### config.mk
export PLATFORM = sky130hd
export DESIGN_NAME = eeo_event_output
export DESIGN_NICKNAME = d
export VERILOG_FILES = /design/src/rtl/eeo_pkg.sv /design/src/rtl/eeo_event_output.sv /design/src/rtl/eeo_pulse_timer.sv
export SDC_FILE = /design/constraint.sdc
export NUM_CORES = 1
export LEC_CHECK = 0
export ABC_AREA = 0
export BUFFER_PORTS_ARGS = -buffer_cell sky130_fd_sc_hd__buf_2
export CAP_MARGIN = 15
export CORE_ASPECT_RATIO = 1.5
export CORE_MARGIN = 3
export CORE_UTILIZATION = 45
export CTS_BUF_LIST = sky130_fd_sc_hd__clkbuf_16
export CTS_CLUSTER_DIAMETER = 30
export DETAILED_ROUTE_END_ITERATION = 7
export PLACE_DENSITY = 0.79
export REMOVE_ABC_BUFFERS = 1
export SETUP_SLACK_MARGIN = 0.4
export SLEW_MARGIN = 10
export SYNTH_ARGS = -nofsm -noshare
export SYNTH_HDL_FRONTEND = slang
export SYNTH_SLANG_ARGS = --single-unit
### constraint.sdc
create_clock -name clk -period 3.7 [get_ports clk]
set_clock_uncertainty 0.2 [all_clocks]
set_input_delay 0.74 -clock clk [delete_from_list [all_inputs] [get_ports clk]]
set_output_delay 0.74 -clock clk [all_outputs]
set_load 0.03 [all_outputs]
### src/rtl/eeo_pkg.sv
// Shared constants, register map and carrier types for the event output block.
package eeo_pkg;

   // ***************************************************************
   // Timing
   // ***************************************************************
   localparam int CLK_PERIOD_NS = 25;
   localparam int PULSE_WIDTH_NS = 1000;
   // A least width, so the count rounds up to whole cycles.
   localparam int PULSE_CYCLES = (PULSE_WIDTH_NS + CLK_PERIOD_NS - 1) / CLK_PERIOD_NS;

   // ***************************************************************
   // Event selection and polarity codes
   // ***************************************************************
   localparam int SEL_W = 3;
   localparam logic [SEL_W-1:0] EV_OFF = 3'h0;
   localparam logic [SEL_W-1:0] EV_INPUT = 3'h1;
   localparam logic [SEL_W-1:0] EV_ONCE = 3'h2;
   localparam logic [SEL_W-1:0] EV_APERTURE = 3'h3;
   localparam logic [SEL_W-1:0] EV_BURST = 3'h4;
   localparam logic [SEL_W-1:0] EV_SRQ = 3'h5;
   localparam logic [SEL_W-1:0] EV_READ = 3'h6;
   localparam logic POL_ACTIVE_LOW = 1'h0;
   localparam logic POL_ACTIVE_HIGH = 1'h1;

   // ***************************************************************
   // Reset values
   // ***************************************************************
   localparam logic [SEL_W-1:0] SEL_RESET = EV_INPUT;
   localparam logic POL_RESET = POL_ACTIVE_LOW;
   localparam logic OUT_RESET = ~POL_RESET;
   localparam logic WAIT_RESET = 1'h1;

   // ***************************************************************
   // Register map (byte addresses) and field positions
   // ***************************************************************
   localparam int ADDR_W = 5;
   localparam int DATA_W = 32;
   localparam int BE_W = 4;
   localparam logic [ADDR_W-1:0] OFS_CTRL = 5'h00;
   localparam logic [ADDR_W-1:0] OFS_MASK = 5'h04;
   localparam logic [ADDR_W-1:0] OFS_SRQ = 5'h08;
   localparam logic [ADDR_W-1:0] OFS_CMD = 5'h0C;
   localparam logic [ADDR_W-1:0] OFS_IRQ_ST = 5'h10;
   localparam logic [ADDR_W-1:0] OFS_IRQ_MASK = 5'h14;
   localparam int CTRL_SEL_LSB = 0;
   localparam int CTRL_POL_BIT = 4;
   localparam int CMD_CLEAR_BIT = 0;
   localparam int SRQ_FLAG_BIT = 0;
   localparam int IRQ_W = 2;
   localparam int IRQ_PULSE_BIT = 0;
   localparam int IRQ_SRQ_BIT = 1;
   localparam int BYTE_W = 8;

   // ***************************************************************
   // Carrier types
   // ***************************************************************
   typedef struct packed {
      logic [ADDR_W-1:0] address;
      logic read;
      logic write;
      logic [DATA_W-1:0] writedata;
      logic [BE_W-1:0] byteenable;
   } eeo_avs_req_t;

   typedef struct packed {
      logic [DATA_W-1:0] readdata;
      logic waitrequest;
   } eeo_avs_rsp_t;

   typedef struct packed {
      logic input_done_event;
      logic aperture_level_event;
      logic burst_done_event;
      logic reading_done_event;
   } eeo_meas_t;

endpackage

### src/rtl/eeo_event_output.sv
// External event output generator with its Avalon-MM register slave.
module eeo_event_output
   import eeo_pkg::*;
#(
   parameter int STATUS_W = 8,
   parameter int PULSE_LEN = PULSE_CYCLES
) (
   input wire logic clk,
   input wire logic sys_rst,
   input wire eeo_avs_req_t avs_req,
   output eeo_avs_rsp_t avs_rsp,
   input wire eeo_meas_t meas,
   input wire logic [STATUS_W-1:0] status_events,
   output logic event_output,
   output logic srq_bit,
   output logic irq
);

   localparam int HW = $clog2(PULSE_LEN + 2) + 1;

   logic [SEL_W-1:0] sel_reg;
   logic pol_reg;
   logic [STATUS_W-1:0] mask_reg;
   logic [STATUS_W-1:0] mask_next;
   logic srq_reg;
   logic [IRQ_W-1:0] irq_st_reg;
   logic [IRQ_W-1:0] irq_st_next;
   logic [IRQ_W-1:0] irq_mask_reg;
   logic [IRQ_W-1:0] irq_snap_reg;
   logic [IRQ_W-1:0] irq_events;
   logic irq_reg;
   logic wait_reg;
   logic [DATA_W-1:0] rdata_reg;
   logic [DATA_W-1:0] rd_word;
   logic aperture_reg;
   logic event_output_reg;
   logic pulse_active;
   logic shown;
   logic wr_acc;
   logic rd_acc;
   logic wr_ctrl;
   logic once_trig;
   logic abort;
   logic clear_cmd;
   logic srq_hit;
   logic sel_trig;
   logic trig;
   logic [SEL_W-1:0] wr_sel;
   logic [HW-1:0] hcnt_reg;

   // ***************************************************************
   // Bus slave
   // ***************************************************************
   // One wait state on every access gives registered read data at no
   // cost in decode depth; the price is two cycles per transfer.
   always_ff @(posedge clk) begin
      if (sys_rst) begin
         wait_reg <= WAIT_RESET;
      end else if ((avs_req.read || avs_req.write) && wait_reg) begin
         wait_reg <= 1'h0;
      end else begin
         wait_reg <= 1'h1;
      end
   end

   assign wr_acc = avs_req.write && !wait_reg;
   assign rd_acc = avs_req.read && !wait_reg;
   assign wr_sel = avs_req.writedata[CTRL_SEL_LSB +: SEL_W];
   assign wr_ctrl = wr_acc && (avs_req.address == OFS_CTRL) && avs_req.byteenable[0];
   assign once_trig = wr_ctrl && (wr_sel == EV_ONCE);
   assign abort = wr_ctrl && (wr_sel == EV_OFF);
   assign clear_cmd = wr_acc && (avs_req.address == OFS_CMD) && avs_req.byteenable[0]
                      && avs_req.writedata[CMD_CLEAR_BIT];

   // event selection sits below polarity in the settings word.
   always_comb begin
      rd_word = '0;
      case (avs_req.address)
         OFS_CTRL: begin
            rd_word[CTRL_SEL_LSB +: SEL_W] = sel_reg;
            rd_word[CTRL_POL_BIT] = pol_reg;
         end
         OFS_MASK: begin
            rd_word[STATUS_W-1:0] = mask_reg;
         end
         OFS_SRQ: begin
            rd_word[SRQ_FLAG_BIT] = srq_reg;
         end
         OFS_IRQ_ST: begin
            rd_word[IRQ_W-1:0] = irq_st_reg;
         end
         OFS_IRQ_MASK: begin
            rd_word[IRQ_W-1:0] = irq_mask_reg;
         end
         default: begin
            rd_word = '0;
         end
      endcase
   end

   // The snapshot remembers which status bits were returned, so only those
   // are cleared when the read completes.
   always_ff @(posedge clk) begin
      if (sys_rst) begin
         rdata_reg <= '0;
         irq_snap_reg <= '0;
      end else if (avs_req.read && wait_reg) begin
         rdata_reg <= rd_word;
         irq_snap_reg <= (avs_req.address == OFS_IRQ_ST) ? irq_st_reg : '0;
      end
   end

   assign avs_rsp.readdata = rdata_reg;
   assign avs_rsp.waitrequest = wait_reg;

   // ***************************************************************
   // Settings
   // ***************************************************************
   // a one-shot request fires the pulse and stores the off code.
   always_ff @(posedge clk) begin
      if (sys_rst) begin
         sel_reg <= SEL_RESET;
         pol_reg <= POL_RESET;
      end else if (wr_ctrl) begin
         sel_reg <= (wr_sel == EV_ONCE) ? EV_OFF : wr_sel;
         pol_reg <= avs_req.writedata[CTRL_POL_BIT];
      end
   end

   always_comb begin
      mask_next = mask_reg;
      for (int i = 0; i < STATUS_W; i++) begin
         if (wr_acc && (avs_req.address == OFS_MASK) && avs_req.byteenable[i / BYTE_W]) begin
            mask_next[i] = avs_req.writedata[i];
         end
      end
   end

   always_ff @(posedge clk) begin
      if (sys_rst) begin
         mask_reg <= '0;
      end else begin
         mask_reg <= mask_next;
      end
   end

   // ***************************************************************
   // Service request
   // ***************************************************************
   assign srq_hit = |(status_events & mask_reg);

   // sticky until cleared; a new event in the clear cycle wins.
   always_ff @(posedge clk) begin
      if (sys_rst) begin
         srq_reg <= 1'h0;
      end else if (srq_hit) begin
         srq_reg <= 1'h1;
      end else if (clear_cmd) begin
         srq_reg <= 1'h0;
      end
   end

   assign srq_bit = srq_reg;

   // ***************************************************************
   // Event selection and pulse timing
   // ***************************************************************
   // select the triggering event.
   always_comb begin
      case (sel_reg)
         EV_INPUT: sel_trig = meas.input_done_event;
         EV_BURST: sel_trig = meas.burst_done_event;
         EV_SRQ: sel_trig = srq_hit;
         EV_READ: sel_trig = meas.reading_done_event;
         default: sel_trig = 1'h0;
      endcase
   end

   // off and aperture codes never start a pulse except by command.
   assign trig = sel_trig || once_trig;

   // the timer fixes the width; a retrigger reloads it and stretches the pulse.
   eeo_pulse_timer #(
      .CYCLES(PULSE_LEN)
   ) u_timer (
      .clk(clk),
      .sys_rst(sys_rst),
      .trigger(trig),
      .abort(abort),
      .active(pulse_active)
   );

   // The aperture level is delayed one stage so it keeps the same latency
   // as the pulse path.
   always_ff @(posedge clk) begin
      if (sys_rst) begin
         aperture_reg <= 1'h0;
      end else begin
         aperture_reg <= meas.aperture_level_event;
      end
   end

   // the aperture code passes the level straight through.
   assign shown = (sel_reg == EV_APERTURE) ? aperture_reg : pulse_active;

   // polarity sets the active level of the leading edge.
   always_ff @(posedge clk) begin
      if (sys_rst) begin
         event_output_reg <= OUT_RESET;
      end else begin
         event_output_reg <= pol_reg ? shown : !shown;
      end
   end

   assign event_output = event_output_reg;

   // ***************************************************************
   // Interrupts
   // ***************************************************************
   always_comb begin
      irq_events = '0;
      irq_events[IRQ_PULSE_BIT] = trig;
      irq_events[IRQ_SRQ_BIT] = srq_hit && !srq_reg;
      irq_st_next = irq_st_reg;
      if (rd_acc && (avs_req.address == OFS_IRQ_ST)) begin
         irq_st_next = irq_st_reg & ~irq_snap_reg;
      end
      irq_st_next = irq_st_next | irq_events;
   end

   always_ff @(posedge clk) begin
      if (sys_rst) begin
         irq_st_reg <= '0;
         irq_mask_reg <= '0;
         irq_reg <= 1'h0;
      end else begin
         irq_st_reg <= irq_st_next;
         irq_reg <= |(irq_st_next & irq_mask_reg);
         if (wr_acc && (avs_req.address == OFS_IRQ_MASK) && avs_req.byteenable[0]) begin
            irq_mask_reg <= avs_req.writedata[IRQ_W-1:0];
         end
      end
   end

   assign irq = irq_reg;

   // ***************************************************************
   // Checks
   // ***************************************************************
   always_ff @(posedge clk) begin
      if (sys_rst) begin
         hcnt_reg <= '0;
      end else if (trig) begin
         hcnt_reg <= HW'(1);
      end else if (pulse_active) begin
         hcnt_reg <= hcnt_reg + HW'(1);
      end
   end
endmodule

### src/rtl/eeo_pulse_timer.sv
// Retriggerable one-shot that sets the width of every output pulse except under the aperture code, which passes the level through.
module eeo_pulse_timer #(
   parameter int CYCLES = 40
) (
   input wire logic clk,
   input wire logic sys_rst,
   input wire logic trigger,
   input wire logic abort,
   output logic active
);

   localparam int CW = (CYCLES > 1) ? $clog2(CYCLES) : 1;

   logic [CW-1:0] cnt_reg;
   logic active_reg;

   // ***************************************************************
   // Counter
   // ***************************************************************
   // restart on every trigger unless an abort comes in the same cycle.
   always_ff @(posedge clk) begin
      if (sys_rst) begin
         active_reg <= 1'h0;
         cnt_reg <= '0;
      end else if (abort) begin
         active_reg <= 1'h0;
         cnt_reg <= '0;
      end else if (trigger) begin
         // A trigger during a pulse reloads the count, so the pulse is stretched.
         active_reg <= 1'h1;
         cnt_reg <= CW'(CYCLES - 1);
      end else if (active_reg) begin
         if (cnt_reg == '0) begin
            active_reg <= 1'h0;
         end else begin
            cnt_reg <= cnt_reg - CW'(1);
         end
      end
   end

   assign active = active_reg;

endmodule

Word level (Yosys, flattened, before mapping)
Cells that the tools add are included.
- add/subtract/negate cells: 1
- multipliers: 0
- divide/modulo/power cells: 0
- magnitude comparators: 0
- equality and inequality tests: 12
- shifts and indexed selects: 0
- multiplexer cells: 21
- bitwise gates (word level): 6
- reductions and logical operators: 33
- operator list (kind ; number):
    $mux 6 ; 3
    $logic_and 1x1->1 ; 17
    $eq 5x4->1 const B ; 2
    $eq 5x5->1 const B ; 2
    $eq 3x3->1 const B ; 3
    $mux 1 ; 9
    $and 8x8->8 ; 1
    $pmux 1 s4 ; 2
    $reduce_or 8->1 ; 1
    $eq 3x2->1 const B ; 2
    $logic_not 6->1 ; 1
    $mux 3 ; 2
    $sub 6x1->6 const B ; 1
    $eq 5x3->1 const B ; 1
    $logic_not 5->1 ; 1
    $pmux 1 s5 ; 1
    $and 2x2->2 ; 2
    $mux 2 ; 2
    $pmux 1 s2 ; 2
    $reduce_and 2->1 ; 2
    $reduce_bool 2->1 ; 2
    $reduce_or 2->1 ; 2
    $eq 3x1->1 const B ; 1
    $logic_not 1->1 ; 3
    7 further kinds ; 8
- register bits after elaboration: 38
- bits in latches: 0
- RAM bits: 0
- bits in read-only memories: 0
- memories kept: 0

Logic depth before layout (Yosys ltp)
Gate-level depths: netlist (run 1).
- word-level depth: 9
- depth in mapped cells: 7
- depth with buffers taken out: 7

Modules after synthesis
A second synthesis (run 1) with hierarchy kept.
- cells, all modules: 232
- area, all modules: 2016.9 µm²
- modules (own cells, without submodules) (module ; times used ; cells an instance ; area each (µm²) ; seq. area each (µm²)):
    eeo_event_output ; 1 ; 186 ; 1622.8 ; 620.6
    eeo_pulse_timer ; 1 ; 46 ; 394.1 ; 140.1

Worst setup path before layout (run 1)
OpenSTA, ideal clock, no wires.
- path kind: input-to-reg
- start point: input port avs_req[42] (netlist name)
- end point: register u_timer.cnt_reg[3]
- setup time: 0.135 ns
- arrival time: 1.795 ns
- setup slack: 1.570 ns
- stages on the path: 5
- path buffers: 1
- cells stage by stage: buf_6 > or3_4 > nor3_4 > a311oi_4 > nor3b_1
- word-level cells in the longest chain between the ends: 6
- RTL lines (what ; line ; source):
    start, declared ; eeo_event_output.sv:10 ; input wire eeo_avs_req_t avs_req,
    $logic_not 5->1 (*) ; eeo_event_output.sv:69 ; assign wr_ctrl = wr_acc && (avs_req.address == OFS_CTRL) && avs_req.byteenable[0];
    $logic_and 1x1->1 (*) (2 in a row) ; eeo_event_output.sv:69 ;
    $logic_and 1x1->1 ; eeo_event_output.sv:70 ; assign once_trig = wr_ctrl && (wr_sel == EV_ONCE);
    $logic_or 1x1->1 ; eeo_event_output.sv:180 ; assign trig = sel_trig || once_trig;
    $reduce_or 3->1 (no source line) (*) ; n/a ;
    end signal, assigned ; eeo_pulse_timer.sv:31 ; cnt_reg <= CW'(CYCLES - 1);
    end signal, assigned ; eeo_pulse_timer.sv:36 ; cnt_reg <= cnt_reg - CW'(1);
    end, declared ; eeo_pulse_timer.sv:14 ; logic [CW-1:0] cnt_reg;
Mark *: on every way between the ends. The rest lies on a longest branch, timed or not.
A chain may end at the register's enable or synchronous reset.

Worst setup path after layout (run 1)
- start point: input port avs_req[39] (netlist name)
- end point: register irq_reg (netlist: irq)
- word-level cells in the longest chain between the ends: 8
- RTL lines (what ; line ; source):
    $logic_not 5->1 ; eeo_event_output.sv:69 ;
    $logic_and 1x1->1 (2 in a row) ; eeo_event_output.sv:69 ;
    $logic_and 1x1->1 ; eeo_event_output.sv:70 ;
    $logic_or 1x1->1 ; eeo_event_output.sv:180 ;
    $or 2x2->2 (*) ; eeo_event_output.sv:228 ; irq_st_next = irq_st_next | irq_events;
    $and 2x2->2 (*) ; eeo_event_output.sv:238 ; irq_reg <= |(irq_st_next & irq_mask_reg);
    $reduce_or 2->1 (*) ; eeo_event_output.sv:238 ;
    end signal, assigned ; eeo_event_output.sv:238 ;
    end, declared ; eeo_event_output.sv:31 ; logic irq_reg;
Marked as above.

==> metrics.txt, run 1 <==
initial cell density of the core=46.7%; WP buf/inv=1; clock-pin slew on the worst setup and hold paths=about 0.06 ns; Rel. slew slack=about 57%; post-synth top area share=between 30% and 40%; TritonRoute pass-1 iters=4; main flop type after synthesis=dfxtp_1; Syn Area/Cell=~8.9 um^2; Slew Viols, Final=0; Async SR Flop Fraction=0%; clk buf depth=2; Remaining DRCs=0; post-route cell area=between 2000 and 2500 um^2; Antenna diodes=0; unrepaired setup endpoints after global routing=false; final hold violations=0; Worst-Skew Late Latency=0.28 ns; routed via count=1667; vias per std cell=approximately 5.4; max-cap viol count=0; Multi-input gate area=around 1100 um^2; worst endpoint required time=about 3.7 ns; worst r2r src=u_timer.cnt_reg[0]$_SDFFE_PP0P_; Worst Path Arrival=between 2 and 2.5 ns; crit start category=primary input; R2R cell count=7; Cells after Synth=approximately 220; WHS Path Cells=2; CORE AREA=4250 um^2; # setup viols final=0; placed insts=about 300; Hold Crit Start=rdata_reg[5]$_SDFFE_PP0P_; area taken by flip-flops and latches=between 700 and 800 um^2; Routed Wire Length=4220 um; setup TNS=0 ns; CTS tree=done; Die ar.=roughly 5300 um^2; Yosys reg bits=38; ANT nets after route=0; first-pass GRT wire length=~6600 um; Routed WL per cell=roughly 14 um; Leakage=0.000968 uW; Critical path origin=avs_req[39]; Largest delay share family, worst path=compound AO/OA/AOI/OAI gates; Core Rows=29; pin count of the biggest net entering global routing=29; nets@finish=around 320; post-synthesis cell area=around 2000 um^2; IO Port Bufs=41; Area Overhead vs Synth=13.5%; critical-path cell list=buf_2 > or3_4 > o41ai_1 > o21ai_0 > a2bb2oi_1 > o21ai_1; Crit. End Element=flip-flop; min Tclk post-route=between 2 and 2.5 ns; sequential area share after synthesis=a little under two fifths; worst hold path class=flip-flop to flip-flop; WHS Endpoint=rdata_reg[5]$_SDFFE_PP0P_; peak supply drop=~0.47 mV; synth top area cells=dfxtp_1, buf_4, mux2i_1; Worst Max-Slew Pin Slew=between 0.6 and 0.7 ns; outcome=finished, final reports clean; drt first-iter violations=38; CTS root buffer=clkbuf_16; Total GRT Usage=between 10% and 20%; # fillers=roughly 410; clock sink total=38; initial antenna violation count=0; post-DP HPWL=~3200 um; largest area contributor in the netlist=dfxtp_1; PD cells=~420 nW/um^2; post-synth cell types=slightly above 40; Crit-path slowest cell=or3_4; fmax=468 MHz; share of layout cells above drive strength 1=between 20% and 30%; count of warnings emitted by yosys=0; Horiz. Die Dim=about 60 um; Post-synth EDFFs=0; total gr overflow=0; RR Endpoint=u_timer.cnt_reg[3]$_SDFFE_PP0P_; Post-DP Area=about 2100 um^2; CTS H-tree lvls=2; CTS resizes=0; worst stage delay on the critical path=between 0.4 and 0.5 ns; post-CTS setup buffer count=0; Inserted Clock Buffers=5; crit share post-route=57.8%; GP Congestion=slightly below 0.8; vias in the first global route=approximately 1500; final non-filler cell total=around 300; register-to-register setup slack=1.70 ns; CP max FO=5; Die Y=between 80 and 90 um; # IOs=93; # hold bufs at CTS=0; Setup CP Type=primary input to flip-flop
[cells in the mapped netlist (2+ instances only)]
cell type,number
o21ai_0,4
nor2_1,17
xnor2_1,2
inv_1,4
nor3b_1,4
mux4_2,2
dfxtp_1,38
and2_1,2
ha_1,2
a21oi_1,22
nor3_1,7
o41ai_1,2
or3_4,2
nor2b_1,2
clkbuf_1,5
buf_4,25
nor4_1,4
nand3_1,12
a22oi_1,4
nand2_1,25
nand3b_1,4
mux2i_1,15
[power by group]
part | total [uW] | internal (uW) | switching (uW)
logic | 121 | 35.9 | 85.0
clock network | 407 | 246 | 161
registers | 427 | 419 | 8.93
[worst max path at each step]
stage | end | slack, ns | cells past startpoint
finish | irq$_SDFF_PP0_ | 1.56 | 6
global route | u_timer.cnt_reg[4]$_SDFFE_PP0P_ | 1.47 | 5
CTS | irq$_SDFF_PP0_ | 1.56 | 6
detailed placement | u_timer.cnt_reg[4]$_SDFFE_PP0P_ | 1.26 | 6
global placement | u_timer.cnt_reg[3]$_SDFFE_PP0P_ | 1.32 | 5
floorplan | irq$_SDFF_PP0_ | 1.62 | 5
[kinds of logic (layout without fill, tap and decap cells)]
| family | after synthesis | after routing | share of synthesized area (%) |
|---|---|---|---|
| AO/OA/AOI/OAI | 39 | 39 | 13.9 |
| buffers and inverters | 36 | 53 | 12.0 |
| other | 1 | 24 | 0.189 |
| XOR/XNOR | 2 | 2 | 0.883 |
| AND/OR/NAND/NOR | 88 | 88 | 23.6 |
| flip-flops | 38 | 38 | 38.3 |
| multiplexers | 17 | 17 | 9.84 |
| adder cells (fa/ha/maj) | 2 | 2 | 1.26 |
[worst min-delay path: cells and delay by family (launching register included)]
kind | cells | cell delay [ns]
AO/OA/AOI/OAI | 1 | 0.05
AND/OR/NAND/NOR | 1 | 0.05
flip-flops | 1 | 0.30
[cell usage in the layout, fill, tap and decap left out, drive strengths merged, types with 5 or more instances in the layout]
cell,Yosys,routed
nor2,17,17
nand3,12,12
nor4,5,5
dfxtp,38,38
buf,27,41
nor3,8,8
clkbuf,5,5
o21ai,5,5
mux2i,15,15
a21oi,22,22
nand2,25,25
conb,1,24
[metrics by stage]
step	util, %	setup WS (ns)	hold slack (ns)	total power [uW]
global route	53.1	1.47	0.277	987
detailed placement	49.7	1.26	0.244	557
CTS	53.1	1.56	0.249	962
finish	53.1	1.56	0.245	955
floorplan	-	1.62	0.226	515
global placement	49.7	1.32	0.237	555
[layer usage]
layer | track usage (%) | wire [um]
met4 | 8.47 | 128
met2 | 27.5 | 2230
met5 | 0 | 0
met3 | 4.01 | 275
met1 | 19.3 | 1590
[area by class of cell]
cell class | count | area share (%)
clock buffers | 5 | 5.56
clock inverters | 3 | 0.722
inverters | 4 | 0.667
multi-input cells | 172 | 47.6
flip-flops and latches | 38 | 33.8
well taps | 46 | 2.56
repair buffers | 41 | 9.11
(Power assumes the default switching activity.)
==> run 2: changes to the inputs <==
--- a/config.mk
+++ b/config.mk
@@ -10,11 +10,11 @@
 export CAP_MARGIN = 15
 export CORE_ASPECT_RATIO = 1.5
 export CORE_MARGIN = 3
-export CORE_UTILIZATION = 45
+export CORE_UTILIZATION = 42
 export CTS_BUF_LIST = sky130_fd_sc_hd__clkbuf_16
 export CTS_CLUSTER_DIAMETER = 30
 export DETAILED_ROUTE_END_ITERATION = 7
-export PLACE_DENSITY = 0.79
+export PLACE_DENSITY = 0.77
 export REMOVE_ABC_BUFFERS = 1
 export SETUP_SLACK_MARGIN = 0.4
 export SLEW_MARGIN = 10
==> constraint.sdc (replaced) <==
create_clock -name clk -period 1.9 [get_ports clk]
set_clock_uncertainty 0.2 [all_clocks]
set_input_delay 0.38 -clock clk [delete_from_list [all_inputs] [get_ports clk]]
set_output_delay 0.38 -clock clk [all_outputs]
set_load 0.03 [all_outputs]
==> run 2 against run 1 <==
Via count increased by 8.6%. Sequential cell count unchanged. Power increased by 100%. Critical path depth decreased by 1. Worst setup slack got worse by 1.3 ns. First-iteration DRC count increased by 39%. Final cell count increased by 17%. Non-clock buffer count increased by 37. Register-to-register slack got worse by 1.5 ns. Global-route usage increased by 1.4 points. Combinational power increased to 2.8 times the previous value. Utilization increased by 8.0 points. Largest cell class unchanged.
==> metrics.txt, run 2 (same netlist as run 1, synthesis figures left out) <==
# setup viols final=0 (unchanged); Routed Wire Length=5170 um (+22%); Leakage=0.00119 uW (+23%); Die ar.=5600 um^2 (+6.5%); Remaining DRCs=0 (unchanged); vias in the first global route=1745 (+18%); PD cells=694 nW/um^2 (+64%); min Tclk post-route=approximately 1.7 ns; Routed WL per cell=14.3 um (+4.5%); Horiz. Die Dim=62.1 um (+3.2%); clock-pin slew on the worst setup and hold paths=0.05 ns (about the same); post-DP HPWL=3560 um (+10%); max-cap viol count=0 (unchanged); Largest delay share family, worst path=simple AND/OR/NAND/NOR gates; pin count of the biggest net entering global routing=18 (-38%); crit share post-route=88.4%; vias per std cell=5.00 (-7.3%); worst hold path class=primary input to flip-flop; clock sink total=38 (unchanged); GP Congestion=0.867 (+13%); outcome=finished, final reports clean; Die Y=90.2 um (+3.3%); share of layout cells above drive strength 1=43.0% (+21 points); Setup CP Type=flip-flop to flip-flop; Core Rows=30 (+3.4%); Slew Viols, Final=0 (unchanged); initial antenna violation count=0 (unchanged); initial cell density of the core=43.7% (-3.1 points); CTS tree=done; setup TNS=0 ns (unchanged); CTS root buffer=clkbuf_16; worst endpoint required time=1.86 ns (-1.80 ns); TritonRoute pass-1 iters=4 (unchanged); critical-path cell list=or3_4 > nor3_4 > a311oi_4 > buf_6 > nor3b_2; WP buf/inv=1 (unchanged); commonest non-fill, non-tap cells in the layout=buf_2, dfxtp_1, buf_4, conb_1, nand2_1; CORE AREA=4540 um^2 (+7.0%); most common cell after layout, fill and taps aside=buf_2; Inserted Clock Buffers=5 (unchanged); Total GRT Usage=17.9% (+1.4 points); unrepaired setup endpoints after global routing=true; ANT nets after route=0 (unchanged); CP max FO=5 (unchanged); Crit-path slowest cell=or3_4; first-pass GRT wire length=8050 um (+21%); Worst Path Arrival=1.64 ns (-0.46 ns); # IOs=93 (unchanged); worst stage delay on the critical path=0.38 ns (-0.05 ns); Crit. End Element=flip-flop; IO Port Bufs=41 (unchanged); peak supply drop=0.526 mV (+11%); Power Total=1920 uW (+100%); final core utilization=61.0% (+8.0 points); Hold Slack=0.123 ns (-0.122 ns); total gr overflow=0 (unchanged); crit start category=flip-flop; clk buf depth=2 (unchanged); Area Overhead vs Synth=39.7%; CTS H-tree lvls=2 (unchanged); Worst-Skew Late Latency=0.27 ns (about the same); drt first-iter violations=53 (+39%); nets@finish=358 (+12%); Antenna diodes=0 (unchanged); routed via count=1811 (+8.6%); # hold bufs at CTS=0 (unchanged); final hold violations=0 (unchanged); fmax=between 500 and 600 MHz
==> run 2: cell count changes in the layout (fill, tap and decap cells not counted), moves of 4 or more <==
cell,change
dfxtp_1,-8
buf_4,+28
nor3_1,-4
buf_6,+10
a22oi_2,+4
a22oi_1,-4
dfxtp_2,+7
==> run 2: per-layer routing <==
layer / up-vias / GRT usage, % / wire, um
met5: - / 0 / 0
met4: 0 / 7.20 / 102
met3: 10 / 4.25 / 201
met2: 49 / 33.3 / 2860
met1: 861 / 19.2 / 2010
li1: 891 / - / -
==> run 2: worst paths after layout <==
path                                                        end  slack, ns                          from  depth (start not counted)
worst max register to register  u_timer.cnt_reg[4]$_SDFFE_PP0P_       0.22           wait_reg$_SDFF_PP1_                          5
worst min register to register     irq_snap_reg[0]$_SDFFE_PP0P_       0.25  irq_snap_reg[0]$_SDFFE_PP0P_                          2
worst max-delay path            u_timer.cnt_reg[4]$_SDFFE_PP0P_       0.22           wait_reg$_SDFF_PP1_                          5
worst min-delay path                    aperture_reg$_SDFF_PP0_       0.12                       meas[2]                          2
==> run 2: through the flow <==
step | worst slack [ns] | cell area (um^2) | cells
finish | 0.220 | 2770 | 362
global route | 0.156 | 2770 | 362
CTS | 0.223 | 2620 | 360
detailed placement | -0.0869 | 2340 | 346
global placement | -0.0351 | 2340 | 346
floorplan | 0.0836 | 1850 | 214
==> run 2: timing repair <==
item                       CTS  global route
setup endpoints to repair   32            33
pin swaps                   11            15
gates resized for setup     30            33
setup buffers                7             2
cloned                       1             0
==> run 2: layout make-up <==
class	instances	area, um^2
multi-input cells	172	1230
clock buffers	5	125
clock inverters	1	3.75
repair buffers	78	543
inverters	4	15.0
fillers	375	1770
flip-flops and latches	38	773
well taps	64	80.1
==> run 2: report_power, final <==
part / leakage [uW] / internal, uW / switching, uW
clock network: 0.0000632 / 466 / 282
logic: 0.000812 / 136 / 205
registers: 0.000311 / 816 / 18.5
total: 0.00119 / 1420 / 505
==> run 3: changes to the inputs <==
==> constraint.sdc (replaced) <==
create_clock -name clk -period 1.9 [get_ports clk]
set_clock_uncertainty 0.2 [all_clocks]
set_input_delay 0.095 -clock clk [delete_from_list [all_inputs] [get_ports clk]]
set_output_delay 0.095 -clock clk [all_outputs]
set_load 0.03 [all_outputs]
==> run 3 against run 2 <==
Utilization grew 0.083 points. Combinational power about the same. Register-to-register slack about the same. Largest power group unchanged.
==> metrics.txt, run 3 (same netlist as run 1, synthesis figures left out) <==
Routed Wire Length=5410 um (+4.7%); share of layout cells above drive strength 1=37.9% (-5.1 points); # setup viols final=0 (unchanged); worst stage delay on the critical path=0.39 ns (about the same); # IOs=93 (unchanged); unrepaired setup endpoints after global routing=true; clock-pin slew on the worst setup and hold paths=0.06 ns (about the same); net switching fraction of the power=27.2% (+0.89 points); Hold Slack=0.0111 ns (-0.112 ns); # fillers=369 (-1.6%); final hold violations=0 (unchanged); final core utilization=61.1% (+0.083 points); WP buf/inv=1 (unchanged); vias per std cell=5.12 (+2.4%); share of total power in the clock network=39.9% (+1.0 points); Die ar.=5600 um^2 (unchanged); TritonRoute pass-1 iters=4 (unchanged); Leakage=0.00120 uW (+0.91%); Inserted Clock Buffers=5 (unchanged); clk buf depth=2 (unchanged); post-DP HPWL=3470 um (-2.4%); worst endpoint required time=1.86 ns (about the same); Crit. End Element=flip-flop; critical-path cell list=or3_4 > nor3_4 > a311oi_4 > buf_6 > nor3b_1; Setup CP Type=flip-flop to flip-flop; Crit-path slowest cell=or3_4; initial cell density of the core=43.7% (unchanged); IO Port Bufs=41 (unchanged); Largest delay share family, worst path=simple AND/OR/NAND/NOR gates; Combinational Power Share=17.3% (-0.4 points); Net Sw Power=531 uW (+5.0%); crit start category=flip-flop; Rel. slew slack=66.1%; CP max FO=5 (unchanged); PD cells=704 nW/um^2 (+1.4%); peak supply drop=0.603 mV (+15%); Worst Max-Slew Pin Slew=just over 0.5 ns; CTS tree=done; Slew Viols, Final=0 (unchanged); clock sink total=38 (unchanged); ANT nets after route=0 (unchanged); Worst-Skew Late Latency=0.28 ns (about the same); Total GRT Usage=18.8% (+0.90 points); setup TNS=0 ns (unchanged); internal power=1420 uW (+0.32%); nets@finish=359 (+0.28%); Area Overhead vs Synth=39.8%; Core Rows=30 (unchanged); Horiz. Die Dim=62.1 um (unchanged); first-pass GRT wire length=8420 um (+4.5%); Antenna diodes=0 (unchanged); sequential share of power=42.8% (-0.6 points); most common cell after layout, fill and taps aside=buf_2; Worst Path Arrival=1.65 ns (about the same); Power Total=1950 uW (+1.6%); min Tclk post-route=1.68 ns (+0.00466 ns); Routed WL per cell=14.8 um (+3.8%); Remaining DRCs=0 (unchanged); worst hold path class=primary input to flip-flop; fmax=594 MHz (-0.28%); CTS H-tree lvls=2 (unchanged); drt first-iter violations=58 (+9.4%); crit share post-route=88.6% (+0.25 points); CTS root buffer=clkbuf_16; vias in the first global route=1837 (+5.3%); max-cap viol count=0 (unchanged); total gr overflow=0 (unchanged); outcome=finished, final reports clean; GP Congestion=0.868 (+0.12%); Die Y=90.2 um (unchanged); routed via count=1870 (+3.3%); initial antenna violation count=0 (unchanged); commonest non-fill, non-tap cells in the layout=buf_2, dfxtp_1, conb_1, nand2_1, a21oi_1; CORE AREA=4540 um^2 (unchanged); pin count of the biggest net entering global routing=14 (-4)
==> run 3: cell types whose count changed in the layout (fill, tap and decap cells not counted), moves of 3 or more <==
cell / change
buf_4: -11
buf_6: -4
dlygate4sd3_1: +15
buf_2: +3
==> run 3: layer usage <==
layer  vias up  wire length, um  track usage, %
met5         -                0               0
met4         0               99            8.86
met3        10              238            4.88
met2        63             3000            34.7
met1       895             2070            19.5
li1        902                -               -
==> run 3: final timing paths <==
path | from | endpoint | slack, ns | cells past startpoint
setup / recovery | wait_reg$_SDFF_PP1_ | u_timer.cnt_reg[4]$_SDFFE_PP0P_ | 0.22 | 5
hold / removal | avs_req[38] | srq_bit$_SDFFE_PP0P_ | 0.01 | 3
hold reg to reg | rdata_reg[1]$_SDFFE_PP0P_ | rdata_reg[1]$_SDFFE_PP0P_ | 0.25 | 2
setup reg to reg | wait_reg$_SDFF_PP1_ | u_timer.cnt_reg[4]$_SDFFE_PP0P_ | 0.22 | 5
==> run 3: final cells by class <==
type	instances	area, um^2	area share [%]
Inverter	4	15.0	0.541
Clock inverter	3	12.5	0.451
Clock buffer	5	125	4.51
Sequential cell	38	769	27.7
Timing Repair Buffer	79	551	19.8
Multi-Input combinational cell	172	1220	44.0
Tap cell	64	80.1	2.89
==> run 3: worst register-to-register path, cell delays in order (launching register included) <==
cell	delay, ns
dfxtp_2	0.33
or3_4	0.39
nor3_4	0.22
a311oi_4	0.15
buf_6	0.16
nor3b_1	0.13
==> run 3: through the flow <==
step | setup slack, ns | cell area (um^2) | instances
6_report | 0.216 | 2780 | 365
5_1_grt | 0.163 | 2780 | 365
4_1_cts | 0.200 | 2700 | 364
3_5_place_dp | 0.0912 | 2230 | 332
3_3_place_gp | 0.117 | 2230 | 332
2_1_floorplan | 0.0836 | 1850 | 214
==> run 3: power by group through the flow <==
stage / logic, uW / clock network (uW) / registers, uW
floorplan: 151 / 0 / 852
global placement: 249 / 0 / 847
detailed placement: 255 / 0 / 847
CTS: 318 / 788 / 834
global route: 362 / 831 / 836
finish: 338 / 780 / 835
==> run 3: what timing repair did <==
item,CTS,global route
pin swaps,12,5
hold endpoints to repair,15,1
cloned,1,0
setup endpoints to repair,26,31
setup buffers,8,1
resized for setup,34,16
hold buffers,15,1
